==> src/logic/dchan_setup_map.vh <==
// register offsets, field positions, reset values and interrupt layout
// assumes apb word addressing: byte address = 4 * printed index
//
// Operation
// - writing 00H to the receive line-decoder config at 10H selects B8ZS decoding.
// - the transmit formatter config at 44H carries 3 in its upper nibble for B8ZS and ESF, low bits pick datalink rate and zero suppression.
// - framer config at 20H takes 1XH, 5XH or 9XH for ESF with 2-of-4, 2-of-5 or 2-of-6 out-of-frame threshold.
// - bit-code enable at 2AH selects 8-of-10 validation with 00H and 4-of-5 with 02H.
// - alarm integrator config at 2CH takes 1XH for ESF, its low bits matching the framer.
// - writing 00H to the in-band detector config at 3CH enables loopback code detection.
// - loopback activate pattern at 3EH may be 08H and deactivate pattern at 3FH 44H.
// - signalling extractor config at 40H takes 1XH for ESF, low bits matching the framer.
// - writing 5FH to datalink options at 02H enables both datalink controllers.
// - with 5FH the datalink request lines become interrupt sources, identified in registers 8 and 9.
// - with that setting the D-channel appears on the receive and transmit datalink serial and clock pins.
`ifndef DCHAN_SETUP_MAP_VH
`define DCHAN_SETUP_MAP_VH
`define IDX_DL_OPTIONS   8'h02
`define IDX_INT_SRC_A    8'h08
`define IDX_INT_SRC_B    8'h09
`define IDX_RX_DEC_CFG   8'h10
`define IDX_FRAMER_CFG   8'h20
`define IDX_BITCODE_EN   8'h2A
`define IDX_ALARM_CFG    8'h2C
`define IDX_INBAND_CFG   8'h3C
`define IDX_LB_ACT       8'h3E
`define IDX_LB_DEACT     8'h3F
`define IDX_SIGNALLING_EXTRACTOR_CFG     8'h40
`define IDX_TX_FMT_CFG   8'h44
`define IDX_INT_STATUS   8'h50
`define IDX_INT_ENABLE   8'h51
`define IDX_INT_CLEAR    8'h52
`define IDX_CFG_STATUS   8'h53
`define RST_REG          8'h00
`define RST_RX_DEC       8'h01
`define DL_DCHAN_VALUE   8'h5F
`define FMT_ESF_B8ZS     4'h3
`define ESF_SEL_BIT      4
`define RATE_MSB         1
`define OOF_LO           6
`define OOF_HI           7
`define BOC_FAST_BIT     1
`define NUM_EV           4
`define SYNC_STAGES      3
`endif

==> src/logic/pin_sync.v <==
// three-flop synchroniser with agreement filter for one pin
// assumes the pin is asynchronous to pclk
`timescale 1ns/1ps
module pin_sync (
  input  wire pclk,
  input  wire presetn,
  input  wire ce,
  input  wire pin,
  output reg  level_r
);
  reg s1_r;
  reg s2_r;
  reg s3_r;
  // s1 only feeds s2 to keep metastability contained
  always @(posedge pclk or negedge presetn) begin
    if (!presetn) begin
      s1_r    <= 1'b0;
      s2_r    <= 1'b0;
      s3_r    <= 1'b0;
      level_r <= 1'b0;
    end else if (ce) begin
      s1_r <= pin;
      s2_r <= s1_r;
      s3_r <= s2_r;
      if (s2_r == s3_r) begin
        level_r <= s3_r;
      end
    end
  end
endmodule // pin_sync

==> src/logic/dchan_setup.v <==
// apb register block and d-channel routing of an esf framer setup
// assumes apb master, one clock pclk, external datalink core on pins
//
// The implementer's own choice: register access over APB.
`timescale 1ns/1ps
`include "dchan_setup_map.vh"
module dchan_setup (
  input  wire        pclk,
  input  wire        presetn,
  input  wire        ce,
  input  wire        psel,
  input  wire        penable,
  input  wire        pwrite,
  input  wire [31:0] paddr,
  input  wire [31:0] pwdata,
  output reg  [31:0] prdata,
  output reg         pready,
  output reg         pslverr,
  input  wire        rx_datalink_request,
  input  wire        rx_datalink_end_of_message,
  input  wire        tx_datalink_request,
  input  wire        tx_datalink_underrun,
  input  wire        rx_dl_serial_in,
  input  wire        rx_dl_clock_in,
  output reg         tx_dl_serial_out,
  output reg         rx_dchannel_serial,
  output reg         rx_dchannel_clock,
  input  wire        tx_dchannel_serial,
  output reg         tx_dchannel_clock,
  output reg         dma_req_rx_r,
  output reg         dma_req_tx_r,
  output reg         b8zs_rx_r,
  output reg         b8zs_tx_r,
  output reg         esf_all_r,
  output reg  [1:0]  oof_sel_r,
  output reg         boc_fast_r,
  output reg         inband_en_r,
  output reg         common_interrupt_n
);
  reg  [7:0] dl_options_r;
  reg  [7:0] rx_dec_cfg_r;
  reg  [7:0] framer_cfg_r;
  reg  [7:0] bitcode_en_r;
  reg  [7:0] alarm_cfg_r;
  reg  [7:0] inband_cfg_r;
  reg  [7:0] lb_act_r;
  reg  [7:0] lb_deact_r;
  reg  [7:0] signalling_extractor_cfg_r;
  reg  [7:0] tx_fmt_cfg_r;
  reg  [3:0] int_status_r;
  reg  [3:0] int_enable_r;
  reg  [3:0] ev_prev_r;
  reg  [31:0] rd_nxt;
  reg         err_nxt;
  wire [7:0]  idx;
  wire        wr_en;
  wire        rd_en;
  wire [3:0]  ev_raw;
  wire [3:0]  ev_lvl;
  wire [3:0]  ev_rise;
  wire [3:0]  clr_mask;
  wire        dchan_mode;
  wire        cfg_match;
  wire        rx_ser_s;
  wire        rx_clk_s;
  wire        tx_ser_s;

  assign idx   = paddr[9:2];
  assign wr_en = psel & penable & pwrite & ~pready;
  assign rd_en = psel & penable & ~pwrite & ~pready;
  assign ev_raw = {tx_datalink_underrun, tx_datalink_request,
                   rx_datalink_end_of_message, rx_datalink_request};
  assign dchan_mode = (dl_options_r == `DL_DCHAN_VALUE);

  genvar gi;
  generate
    for (gi = 0; gi < `NUM_EV; gi = gi + 1) begin : g_ev
      pin_sync u_sync (
        .pclk    (pclk),
        .presetn (presetn),
        .ce      (ce),
        .pin     (ev_raw[gi]),
        .level_r (ev_lvl[gi])
      );
    end
  endgenerate

  pin_sync u_rxs (
    .pclk    (pclk),
    .presetn (presetn),
    .ce      (ce),
    .pin     (rx_dl_serial_in),
    .level_r (rx_ser_s)
  );
  pin_sync u_rxc (
    .pclk    (pclk),
    .presetn (presetn),
    .ce      (ce),
    .pin     (rx_dl_clock_in),
    .level_r (rx_clk_s)
  );
  pin_sync u_txs (
    .pclk    (pclk),
    .presetn (presetn),
    .ce      (ce),
    .pin     (tx_dchannel_serial),
    .level_r (tx_ser_s)
  );

  assign ev_rise  = ev_lvl & ~ev_prev_r;
  assign clr_mask = (wr_en && idx == `IDX_INT_CLEAR) ? pwdata[3:0] : 4'h0;
  assign cfg_match = (framer_cfg_r[3:0] == tx_fmt_cfg_r[3:0]) &&
                     (alarm_cfg_r[3:0] == framer_cfg_r[3:0]) &&
                     (signalling_extractor_cfg_r[3:0] == framer_cfg_r[3:0]);

  always @* begin
    rd_nxt  = 32'h0000_0000;
    err_nxt = 1'b0;
    if (idx == `IDX_DL_OPTIONS) begin
      rd_nxt[7:0] = dl_options_r;
    end else if (idx == `IDX_INT_SRC_A) begin
      rd_nxt[7:0] = {6'h00, int_status_r[1:0]};
    end else if (idx == `IDX_INT_SRC_B) begin
      rd_nxt[7:0] = {6'h00, int_status_r[3:2]};
    end else if (idx == `IDX_RX_DEC_CFG) begin
      rd_nxt[7:0] = rx_dec_cfg_r;
    end else if (idx == `IDX_FRAMER_CFG) begin
      rd_nxt[7:0] = framer_cfg_r;
    end else if (idx == `IDX_BITCODE_EN) begin
      rd_nxt[7:0] = bitcode_en_r;
    end else if (idx == `IDX_ALARM_CFG) begin
      rd_nxt[7:0] = alarm_cfg_r;
    end else if (idx == `IDX_INBAND_CFG) begin
      rd_nxt[7:0] = inband_cfg_r;
    end else if (idx == `IDX_LB_ACT) begin
      rd_nxt[7:0] = lb_act_r;
    end else if (idx == `IDX_LB_DEACT) begin
      rd_nxt[7:0] = lb_deact_r;
    end else if (idx == `IDX_SIGNALLING_EXTRACTOR_CFG) begin
      rd_nxt[7:0] = signalling_extractor_cfg_r;
    end else if (idx == `IDX_TX_FMT_CFG) begin
      rd_nxt[7:0] = tx_fmt_cfg_r;
    end else if (idx == `IDX_INT_STATUS) begin
      rd_nxt[3:0] = int_status_r;
    end else if (idx == `IDX_INT_ENABLE) begin
      rd_nxt[3:0] = int_enable_r;
    end else if (idx == `IDX_INT_CLEAR) begin
      rd_nxt = 32'h0000_0000;
    end else if (idx == `IDX_CFG_STATUS) begin
      rd_nxt[1:0] = {dchan_mode, cfg_match};
    end else begin
      err_nxt = 1'b1;
    end
  end

  // apb: one wait state, answer on the second access edge
  always @(posedge pclk or negedge presetn) begin
    if (!presetn) begin
      pready  <= 1'b0;
      pslverr <= 1'b0;
      prdata  <= 32'h0000_0000;
    end else if (ce) begin
      pready  <= psel & penable & ~pready;
      pslverr <= psel & penable & ~pready & err_nxt;
      if (rd_en) begin
        prdata <= rd_nxt;
      end
    end
  end

  always @(posedge pclk or negedge presetn) begin
    if (!presetn) begin
      dl_options_r <= `RST_REG;
      rx_dec_cfg_r <= `RST_RX_DEC;
      framer_cfg_r <= `RST_REG;
      bitcode_en_r <= `RST_REG;
      alarm_cfg_r  <= `RST_REG;
      inband_cfg_r <= `RST_REG;
      lb_act_r     <= `RST_REG;
      lb_deact_r   <= `RST_REG;
      signalling_extractor_cfg_r   <= `RST_REG;
      tx_fmt_cfg_r <= `RST_REG;
      int_enable_r <= 4'h0;
    end else if (ce && wr_en) begin
      if (idx == `IDX_DL_OPTIONS) begin
        dl_options_r <= pwdata[7:0];
      end else if (idx == `IDX_RX_DEC_CFG) begin
        rx_dec_cfg_r <= pwdata[7:0];
      end else if (idx == `IDX_FRAMER_CFG) begin
        framer_cfg_r <= pwdata[7:0];
      end else if (idx == `IDX_BITCODE_EN) begin
        bitcode_en_r <= pwdata[7:0];
      end else if (idx == `IDX_ALARM_CFG) begin
        alarm_cfg_r <= pwdata[7:0];
      end else if (idx == `IDX_INBAND_CFG) begin
        inband_cfg_r <= pwdata[7:0];
      end else if (idx == `IDX_LB_ACT) begin
        lb_act_r <= pwdata[7:0];
      end else if (idx == `IDX_LB_DEACT) begin
        lb_deact_r <= pwdata[7:0];
      end else if (idx == `IDX_SIGNALLING_EXTRACTOR_CFG) begin
        signalling_extractor_cfg_r <= pwdata[7:0];
      end else if (idx == `IDX_TX_FMT_CFG) begin
        tx_fmt_cfg_r <= pwdata[7:0];
      end else if (idx == `IDX_INT_ENABLE) begin
        int_enable_r <= pwdata[3:0];
      end
    end
  end

  // decoded mode outputs, registered so pins come from flops
  always @(posedge pclk or negedge presetn) begin
    if (!presetn) begin
      b8zs_rx_r   <= 1'b0;
      b8zs_tx_r   <= 1'b0;
      esf_all_r   <= 1'b0;
      oof_sel_r   <= 2'b00;
      boc_fast_r  <= 1'b0;
      inband_en_r <= 1'b0;
    end else if (ce) begin
      b8zs_rx_r  <= (rx_dec_cfg_r == 8'h00);
      // upper nibble 3 gives b8zs esf
      b8zs_tx_r  <= (tx_fmt_cfg_r[7:4] == `FMT_ESF_B8ZS);
      // esf select bit in the framer, alarm and signalling units
      esf_all_r  <= framer_cfg_r[`ESF_SEL_BIT] &
                    alarm_cfg_r[`ESF_SEL_BIT] &
                    signalling_extractor_cfg_r[`ESF_SEL_BIT];
      // 00 2of4, 01 2of5, 10 2of6
      oof_sel_r  <= framer_cfg_r[`OOF_HI:`OOF_LO];
      boc_fast_r <= bitcode_en_r[`BOC_FAST_BIT];
      inband_en_r <= (inband_cfg_r == 8'h00);
    end
  end

  // sticky status: set wins over clear
  always @(posedge pclk or negedge presetn) begin
    if (!presetn) begin
      int_status_r       <= 4'h0;
      ev_prev_r          <= 4'h0;
      common_interrupt_n <= 1'b1;
      dma_req_rx_r       <= 1'b0;
      dma_req_tx_r       <= 1'b0;
    end else if (ce) begin
      ev_prev_r <= ev_lvl;
      if (dchan_mode) begin
        int_status_r <= (int_status_r & ~clr_mask) | ev_rise;
        dma_req_rx_r <= 1'b0;
        dma_req_tx_r <= 1'b0;
      end else begin
        int_status_r <= int_status_r & ~clr_mask;
        dma_req_rx_r <= ev_lvl[0] | ev_lvl[1];
        dma_req_tx_r <= ev_lvl[2] | ev_lvl[3];
      end
      // level is one cycle behind the status bit
      common_interrupt_n <= ~|(int_status_r & int_enable_r);
    end
  end

  always @(posedge pclk or negedge presetn) begin
    if (!presetn) begin
      rx_dchannel_serial <= 1'b0;
      rx_dchannel_clock  <= 1'b0;
      tx_dchannel_clock  <= 1'b0;
      tx_dl_serial_out   <= 1'b0;
    end else if (ce) begin
      rx_dchannel_serial <= dchan_mode & rx_ser_s;
      rx_dchannel_clock  <= dchan_mode & rx_clk_s;
      // clock loops back the receive timing; no separate tx timing base
      tx_dchannel_clock  <= dchan_mode & rx_clk_s;
      tx_dl_serial_out   <= dchan_mode & tx_ser_s;
    end
  end
endmodule // dchan_setup

==> config.mk <==
export PLATFORM = sky130hd
export DESIGN_NAME = dchan_setup
export DESIGN_NICKNAME = d
export VERILOG_FILES = /design/src/logic/pin_sync.v /design/src/logic/dchan_setup.v
export VERILOG_INCLUDE_DIRS = /design/src /design/src/logic
export SDC_FILE = /design/constraint.sdc
export NUM_CORES = 1
export LEC_CHECK = 0
export BUFFER_PORTS_ARGS = -buffer_cell sky130_fd_sc_hd__buf_2
export CORE_MARGIN = 5
export CORE_UTILIZATION = 55
export DETAILED_ROUTE_END_ITERATION = 7
export PLACE_DENSITY = 0.91
export SLEW_MARGIN = 20
export SYNTH_ARGS = -nofsm -noshare
export SYNTH_HDL_FRONTEND = slang
export SYNTH_SLANG_ARGS = --single-unit
==> constraint.sdc <==
create_clock -name pclk -period 2.7 [get_ports pclk]
set_input_delay 0.405 -clock pclk [delete_from_list [all_inputs] [get_ports pclk]]
set_output_delay 0.405 -clock pclk [all_outputs]
set_load 0.03 [all_outputs]
==> results of run 1 <==
cell type report:
cell class,count,share of cell area (%)
tap,172,2.651
clock inverter,13,2.312
clock buffer,19,5.334
sequential,143,44.12
timing repair buffer,84,6.737
inverter,24,1.110
multi-input combinational,460,37.74
path summary, 6_finish.rpt:
kind | end | cells past startpoint | slack, ns
max in group asynchronous | u_rxs.s1_r | 3 | 1.55
hold reg to reg | int_status_r[3] | 1 | 0.45
hold / removal | g_ev[0].u_sync.s1_r | 2 | 0.20
min in group asynchronous | signalling_extractor_cfg_r[6] | 2 | 0.49
setup reg to reg | prdata[0] | 7 | 0.41
setup / recovery | prdata[0] | 7 | 0.41
synth_stat cells (7+ instances only):
master	n	share of area [%]
sky130_fd_sc_hd__dfrtp_1	141	50
sky130_fd_sc_hd__buf_2	11	0.78
sky130_fd_sc_hd__nor4_1	7	0.62
sky130_fd_sc_hd__mux2i_1	11	1.6
sky130_fd_sc_hd__nand2_1	67	3.6
sky130_fd_sc_hd__mux2_2	69	11
sky130_fd_sc_hd__inv_1	24	1.3
sky130_fd_sc_hd__o21ai_0	75	5.3
sky130_fd_sc_hd__a21oi_1	33	2.3
sky130_fd_sc_hd__nand4_1	10	0.89
sky130_fd_sc_hd__or4_1	7	0.75
sky130_fd_sc_hd__nor2_1	23	1.2
sky130_fd_sc_hd__nand2b_1	8	0.71
sky130_fd_sc_hd__buf_4	27	2.9
sky130_fd_sc_hd__a22oi_1	12	1.3
sky130_fd_sc_hd__clkbuf_1	16	0.85
sky130_fd_sc_hd__nand3_1	16	1.1
kinds of logic (layout without fill, tap and decap cells):
logic type / count (synthesis) / in the layout / share of synthesized area, %
simple gates: 181 / 181 / 13.80
xor+xnor: 2 / 2 / 0.2492
compound gates: 169 / 169 / 14.60
buf+inv: 88 / 140 / 6.888
other cells: 1 / 24 / 0.05335
mux: 84 / 84 / 13.47
flops: 143 / 143 / 50.94
stage by stage:
| step | std cells | area (µm²) | hold WS (ns) | total power [W] | util [%] |
|---|---|---|---|---|---|
| after CTS | 915 | 8117 | 0.1833 | 0.005359 | 64.58 |
| after detailed placement | 882 | 7486 | 0.3990 | 0.002893 | 59.56 |
| after global placement | 882 | 7486 | 0.3980 | 0.002868 | 59.56 |
| after global routing | 915 | 8117 | 0.1873 | 0.005527 | 64.58 |
| final | 915 | 8117 | 0.1957 | 0.005343 | 64.58 |
| after floorplan | 691 | 7116 | 0.1094 | 0.002723 | - |
state kept, by name, summed over array words and instances, names as in the netlist, 2 cells and up:
signal and cells:
framer_cfg_r 8, int_enable_r 4, rx_dec_cfg_r 8, oof_sel_r 2, g_ev.u_sync.s3_r 4, signalling_extractor_cfg_r 8, int_status_r 4, g_ev.u_sync.s1_r 4
inband_cfg_r 8, bitcode_en_r 8, alarm_cfg_r 8, prdata 8, lb_deact_r 8, lb_act_r 8, ev_prev_r 4, dl_options_r 8
tx_fmt_cfg_r 8, g_ev.u_sync.level_r 4, g_ev.u_sync.s2_r 4
power breakdown:
group	internal (W)	switching, W	leakage [nW]
Clock	0.00155	0.000930	0.294
Combinational	0.000174	0.000337	1.53
Sequential	0.00227	0.0000877	1.92
routing by layer:
metal  GRT usage (%)  routed length [µm]
met1           36.24                7953
met2           39.90                8784
met3           8.234                1694
met4           10.66                 578
met5               0                   0
cell usage in the layout (no fill, tap or decap), types with 7 or more instances in the layout:
cell type                   instances
sky130_fd_sc_hd__nand2_1           67
sky130_fd_sc_hd__o21ai_0           75
sky130_fd_sc_hd__or4_1              7
sky130_fd_sc_hd__nand4_1           10
sky130_fd_sc_hd__nor4_1             7
sky130_fd_sc_hd__nand3_1           16
sky130_fd_sc_hd__dfrtp_1          141
sky130_fd_sc_hd__conb_1            24
sky130_fd_sc_hd__nor2_1            23
sky130_fd_sc_hd__nand2b_1           8
sky130_fd_sc_hd__a22oi_1           12
sky130_fd_sc_hd__mux2_2            69
sky130_fd_sc_hd__a21oi_1           33
sky130_fd_sc_hd__inv_1             24
sky130_fd_sc_hd__clkbuf_16         17
sky130_fd_sc_hd__mux2i_1           11
sky130_fd_sc_hd__buf_2             51
sky130_fd_sc_hd__buf_4             28
worst max-delay path, cell delays in order, from the launching register on:
cell,delay [ns]
sky130_fd_sc_hd__dfrtp_1,0.39
sky130_fd_sc_hd__nand4b_1,0.41
sky130_fd_sc_hd__nand2b_1,0.36
sky130_fd_sc_hd__buf_4,0.21
sky130_fd_sc_hd__nand2_1,0.09
sky130_fd_sc_hd__or4b_1,0.45
sky130_fd_sc_hd__a211oi_1,0.19
sky130_fd_sc_hd__nor2_1,0.08
what timing repair did:
item,4_1_cts,5_1_grt
resized for setup,0,0
hold endpoints to repair,53,0
setup endpoints to repair,0,0
setup buffers,0,0
hold buffers,1,0
==> key figures, run 1 <==
Placed design
  • Worst Setup Slack post-DPL: 0.2271 ns
  • Final Wtd Congestion: approximately 1.1
  • Total of buffers placed on input and output ports: 52
  • HPWL Detailed: 13.33 mm

Global route
  • Pin count of the biggest net entering global routing: 64
  • Congestion Overflow GR: 0
  • All-Layer GR Usage: 26.58%
  • Global-route wire length before repair: slightly below 30 mm
  • Initial antenna violation count: 0
  • Number of global-route vias before repair: 5379

STA
  • Setup repair after global routing missed its margin: false
  • Highest Clock Rate: between 0.4 and 0.5 GHz
  • Hold Violations, Final: 0
  • Number of pins exceeding their max-slew limit in the final report: 0
  • Slew Limit Headroom: 52.05%
  • Worst-case setup margin in the final layout: between 0.4 and 0.5 ns
  • Slew of the pin with the lowest slew margin: 0.7091 ns
  • Minimum clock period after layout: 2.294 ns
  • Setup-failing EPs final: 0
  • Final period utilization: approximately 85%
  • Clock skew after layout: around 0.0067 ns
  • Sum Neg Setup Slack: 0 ns

Drt
  • Post-route antenna net violation count: 0
  • Detailed-route vias per instance: 6.090
  • Number of detailed-route iterations in the first pass: 6
  • Wire per inst: 20.78 µm
  • Wire length reported by the detailed router: approximately 19 mm
  • Vias post-DR: 5572
  • Detailed Route Iter0 Violations: 559
  • Detailed-route DRC error count: 0

Final layout
  • Number of fill cells in the layout: between 900 and 1000
  • Inserted Diodes: 0
  • Area of the multi-input gates: between 0.003 and 0.004 mm²
  • Share of final-layout standard cells stronger than drive strength 1: about 27%
  • Fin nets: 807
  • Layout Area Growth over Synthesis: 15.47%
  • Flip-flop and latch area: 0.003581 mm²

Power
  • Highest ir drop seen on vdd: 554.4 µV
  • Lkg Pwr: roughly 3.7 nW
  • P per Cell Area: between 600 and 700 mW/mm²

Clock network
  • TritonCTS sink count: 143
  • CTS H-Tree Depth: 4
  • Clock edge transition at the registers on the reported setup and hold paths: 0.06 ns
  • Clk Tree Root Cell: sky130_fd_sc_hd__clkbuf_16
  • TritonCTS clock tree: built
  • Clock latency of the later-clocked register in the worst-skew pair: 0.44 ns
  • CTS Buf Count: 17
  • Maximum clock path buffer count: 2

Synth
  • Post-synthesis cell type count: 67
  • Total number of yosys warnings: 0
  • Syn Std Cell Area: 0.007029 mm²
  • Number of flops mapped to enable cells by yosys: 0
  • Post-synth ARST share: between 90% and 100%
  • Primary FF master, synth: sky130_fd_sc_hd__dfrtp_1
  • Gate Count Post-Synth: 668
  • Post-synthesis sequential area ratio: 50.94%
  • Post-Synthesis Mean Instance Area: about 11 µm²
  • Number of synthesized register bits: 143

Worst setup path
  • Arr. time, crit path: 2.61 ns
  • Worst Setup Path Type: reg2reg
  • Launch point of the worst path: pready
  • Critical Path Start Type: flip-flop
  • Required time of the worst setup path: 3.02 ns
  • Worst Path Max Fanout: 10
  • Kind of end point of the critical path: flip-flop
  • Worst reg2reg startpoint: pready

Outcome
  • Run status: completed

Die
  • Row Count: 41
  • Area of the core region: about 0.013 mm²
  • Initial core utilization: 55.93%
  • IO Pins: 125
  • Vertical die dimension: 123.1 µm
  • Width of the chip: 123.1 µm
  • Die footprint: roughly 0.015 mm²

Flow run
  • Max cap viols: 0

Hold path
  • Class of the most critical hold timing path: in2reg
  • Worst min-delay path startpoint: rx_datalink_request
No activity file was read; power rests on OpenSTA's default activity.
==> inputs of run 2 (changes only) <==
- clock period: 2.7 -> 2.3 ns (I/O delays scaled with it)
==> key figures, run 2 (synthesis results as in run 1) <==
Worst setup path
  • Required time of the worst setup path: 2.61 ns (was 3.02 ns)
  • Worst path cell trace: nand4b_1 > nor2_2 > o211a_1 > o21ai_1 > nor2_2 > buf_12 > mux2_2 (was nand4b_1 > nand2b_1 > buf_4 > nand2_1 > or4b_1 > a211oi_1 > nor2_1)
  • Worst Path Max Fanout: 8 (was 10)
  • Worst reg2reg startpoint: pready (unchanged)
  • Capture point of the worst path: tx_fmt_cfg_r[0] (was prdata[0])
  • Highest cell delay on the worst timing path: 0.39 ns (was 0.45 ns)
  • Worst R2R Path Depth: 7 (unchanged)
  • Setup slack, reg-to-reg: 0.08 ns (was 0.41 ns)
  • Arr. time, crit path: 2.53 ns (was 2.61 ns)
  • Launch point of the worst path: pready (unchanged)
  • Crit-path most repeated cell: sky130_fd_sc_hd__nor2_2
  • CP max stage cell: sky130_fd_sc_hd__dfrtp_1 (was sky130_fd_sc_hd__or4b_1)
  • Kind of end point of the critical path: flip-flop (unchanged)
  • Endpoint of the lowest-slack register-to-register path: tx_fmt_cfg_r[0] (was prdata[0])
  • Worst Setup Path Type: reg2reg (unchanged)
  • Critical Path Start Type: flip-flop (unchanged)

STA
  • Number of pins exceeding their max-slew limit in the final report: 0 (unchanged)
  • Final period utilization: 96.49% (was 84.97%)
  • Setup repair after global routing missed its margin: false (unchanged)
  • Highest Clock Rate: 0.4506 GHz (was 0.4359 GHz)
  • Clock skew after layout: 0.005174 ns (was 0.006661 ns)
  • Minimum clock period after layout: 2.219 ns (was 2.294 ns)
  • Setup-failing EPs final: 0 (unchanged)
  • Slew of the pin with the lowest slew margin: 0.6785 ns (was 0.7091 ns)
  • Sum Neg Setup Slack: 0 ns (unchanged)
  • Hold Violations, Final: 0 (unchanged)
  • Slew Limit Headroom: 54.77% (was 52.05%)

Clock network
  • CTS H-Tree Depth: 4 (unchanged)
  • Clock latency of the later-clocked register in the worst-skew pair: 0.43 ns (was 0.44 ns)
  • Post-CTS Repair Setup Buffers: 0 (unchanged)
  • Maximum clock path buffer count: 2 (unchanged)
  • CTS Buf Count: 17 (unchanged)
  • Clk Tree Root Cell: sky130_fd_sc_hd__clkbuf_16 (unchanged)
  • TritonCTS sink count: 143 (unchanged)
  • TritonCTS clock tree: built (unchanged)
  • Clock edge transition at the registers on the reported setup and hold paths: 0.06 ns (about the same)

Drt
  • Detailed Route Iter0 Violations: 577 (was 559)
  • Post-route antenna net violation count: 0 (unchanged)
  • Vias post-DR: 5709 (was 5572)
  • Detailed-route vias per instance: 6.126 (was 6.090)
  • Number of detailed-route iterations in the first pass: 6 (unchanged)
  • Detailed-route DRC error count: 0 (unchanged)
  • Wire length reported by the detailed router: 19.62 mm (was 19.01 mm)
  • Wire per inst: 21.05 µm (was 20.78 µm)

Global route
  • Congestion Overflow GR: 0 (unchanged)
  • All-Layer GR Usage: 27.12% (was 26.58%)
  • Initial antenna violation count: 0 (unchanged)
  • Number of global-route vias before repair: 5610 (was 5379)
  • Pin count of the biggest net entering global routing: 64 (unchanged)
  • Global-route wire length before repair: 30.78 mm (was 29.80 mm)

Final layout
  • Layout Area Growth over Synthesis: 18.26% (was 15.47%)
  • Fraction of the core area covered by cells at the end of the flow: 66.14% (was 64.58%)
  • Number of fill cells in the layout: 937 (was 994)
  • Top library cells by usage in the layout, fill and taps aside: sky130_fd_sc_hd__dfrtp_1 (141), sky130_fd_sc_hd__o21ai_0 (75), sky130_fd_sc_hd__mux2_2 (69), sky130_fd_sc_hd__nand2_1 (67), sky130_fd_sc_hd__buf_2 (51) (unchanged)
  • Inserted Diodes: 0 (unchanged)
  • Fin nets: 824 (was 807)
  • Most common cell after layout, fill and taps aside: sky130_fd_sc_hd__dfrtp_1 (unchanged)
  • Area of the multi-input gates: 0.003070 mm² (was 0.003063 mm²)
  • Share of final-layout standard cells stronger than drive strength 1: 28.95% (was 27.05%)
  • Flip-flop and latch area: 0.003581 mm² (unchanged)

Die
  • IO Pins: 125 (unchanged)
  • Area of the core region: 0.01257 mm² (unchanged)
  • Vertical die dimension: 123.1 µm (unchanged)
  • Width of the chip: 123.1 µm (unchanged)
  • Initial core utilization: 55.93% (unchanged)
  • Die footprint: 0.01514 mm² (unchanged)
  • Row Count: 41 (unchanged)

Power
  • Design Power: 0.006325 W (was 0.005343 W)
  • Highest ir drop seen on vdd: 577.3 µV (was 554.4 µV)
  • Lkg Pwr: 3.845 nW (was 3.743 nW)
  • P per Cell Area: 760.9 mW/mm² (was 658.3 mW/mm²)

Placed design
  • Total of buffers placed on input and output ports: 52 (unchanged)
  • Final Wtd Congestion: 1.044 (was 1.085)
  • HPWL Detailed: 13.91 mm (was 13.33 mm)

Hold path
  • Class of the most critical hold timing path: in2reg (unchanged)
  • Worst min-delay path startpoint: rx_datalink_request (unchanged)

Flow run
  • Max cap viols: 0 (unchanged)

Outcome
  • Run status: completed (unchanged)
## run 2: per-layer routing
layer | wire, µm | GRT usage (%)
met5 | 0 | 0
met4 | 574 | 10.59
met3 | 1777 | 6.313
met2 | 9171 | 41.78
met1 | 8094 | 37.51
## run 2: how the worst min path moves through the flow
| stage | to | slack [ns] | cells after the start |
|---|---|---|---|
| after floorplan | alarm_cfg_r[0] | 0.05 | 0 |
| after global placement | lb_act_r[4] | 0.34 | 1 |
| after detailed placement | lb_act_r[4] | 0.35 | 1 |
| after CTS | g_ev[0].u_sync.s1_r | 0.13 | 2 |
| after global routing | g_ev[1].u_sync.s1_r | 0.13 | 2 |
| final | g_ev[0].u_sync.s1_r | 0.14 | 2 |
## run 2: report_power, final
group	internal [W]	switching (W)
clock network	0.00185	0.00109
registers	0.00266	0.000104
logic	0.000214	0.000405
## run 2: worst max-delay path, delay by kind of cell, from the launching register on
kind | cells | cell delay (ns)
buffers and inverters | 1 | 0.16
muxes | 1 | 0.34
and+or+nand+nor | 3 | 0.77
DFF | 1 | 0.39
AOI/OAI and AO/OA | 2 | 0.45
## run 2: timing repair
item	4_1_cts	5_1_grt
hold endpoints to repair	57	0
endpoints found under the setup margin	0	13
hold buffers	1	0
gates resized for setup	0	2
## run 2: through the flow
stage	hold slack (ns)	cells	instance area, µm²	worst slack [ns]
after global routing	0.1346	932	8313	0.01776
final	0.1439	932	8313	0.08077
after CTS	0.1304	932	8305	0.04028
after global placement	0.3435	899	7664	0.04221
after detailed placement	0.3463	899	7664	0.09647
after floorplan	0.04941	691	7116	0.1424
## run 2: final cells by class
class	count	area share [%]
clock inverter	12	2.228
clock buffer	20	5.373
tap	172	2.589
inverter	24	1.084
sequential	143	43.08
timing repair buffer	101	8.715
multi-input combinational	460	36.94
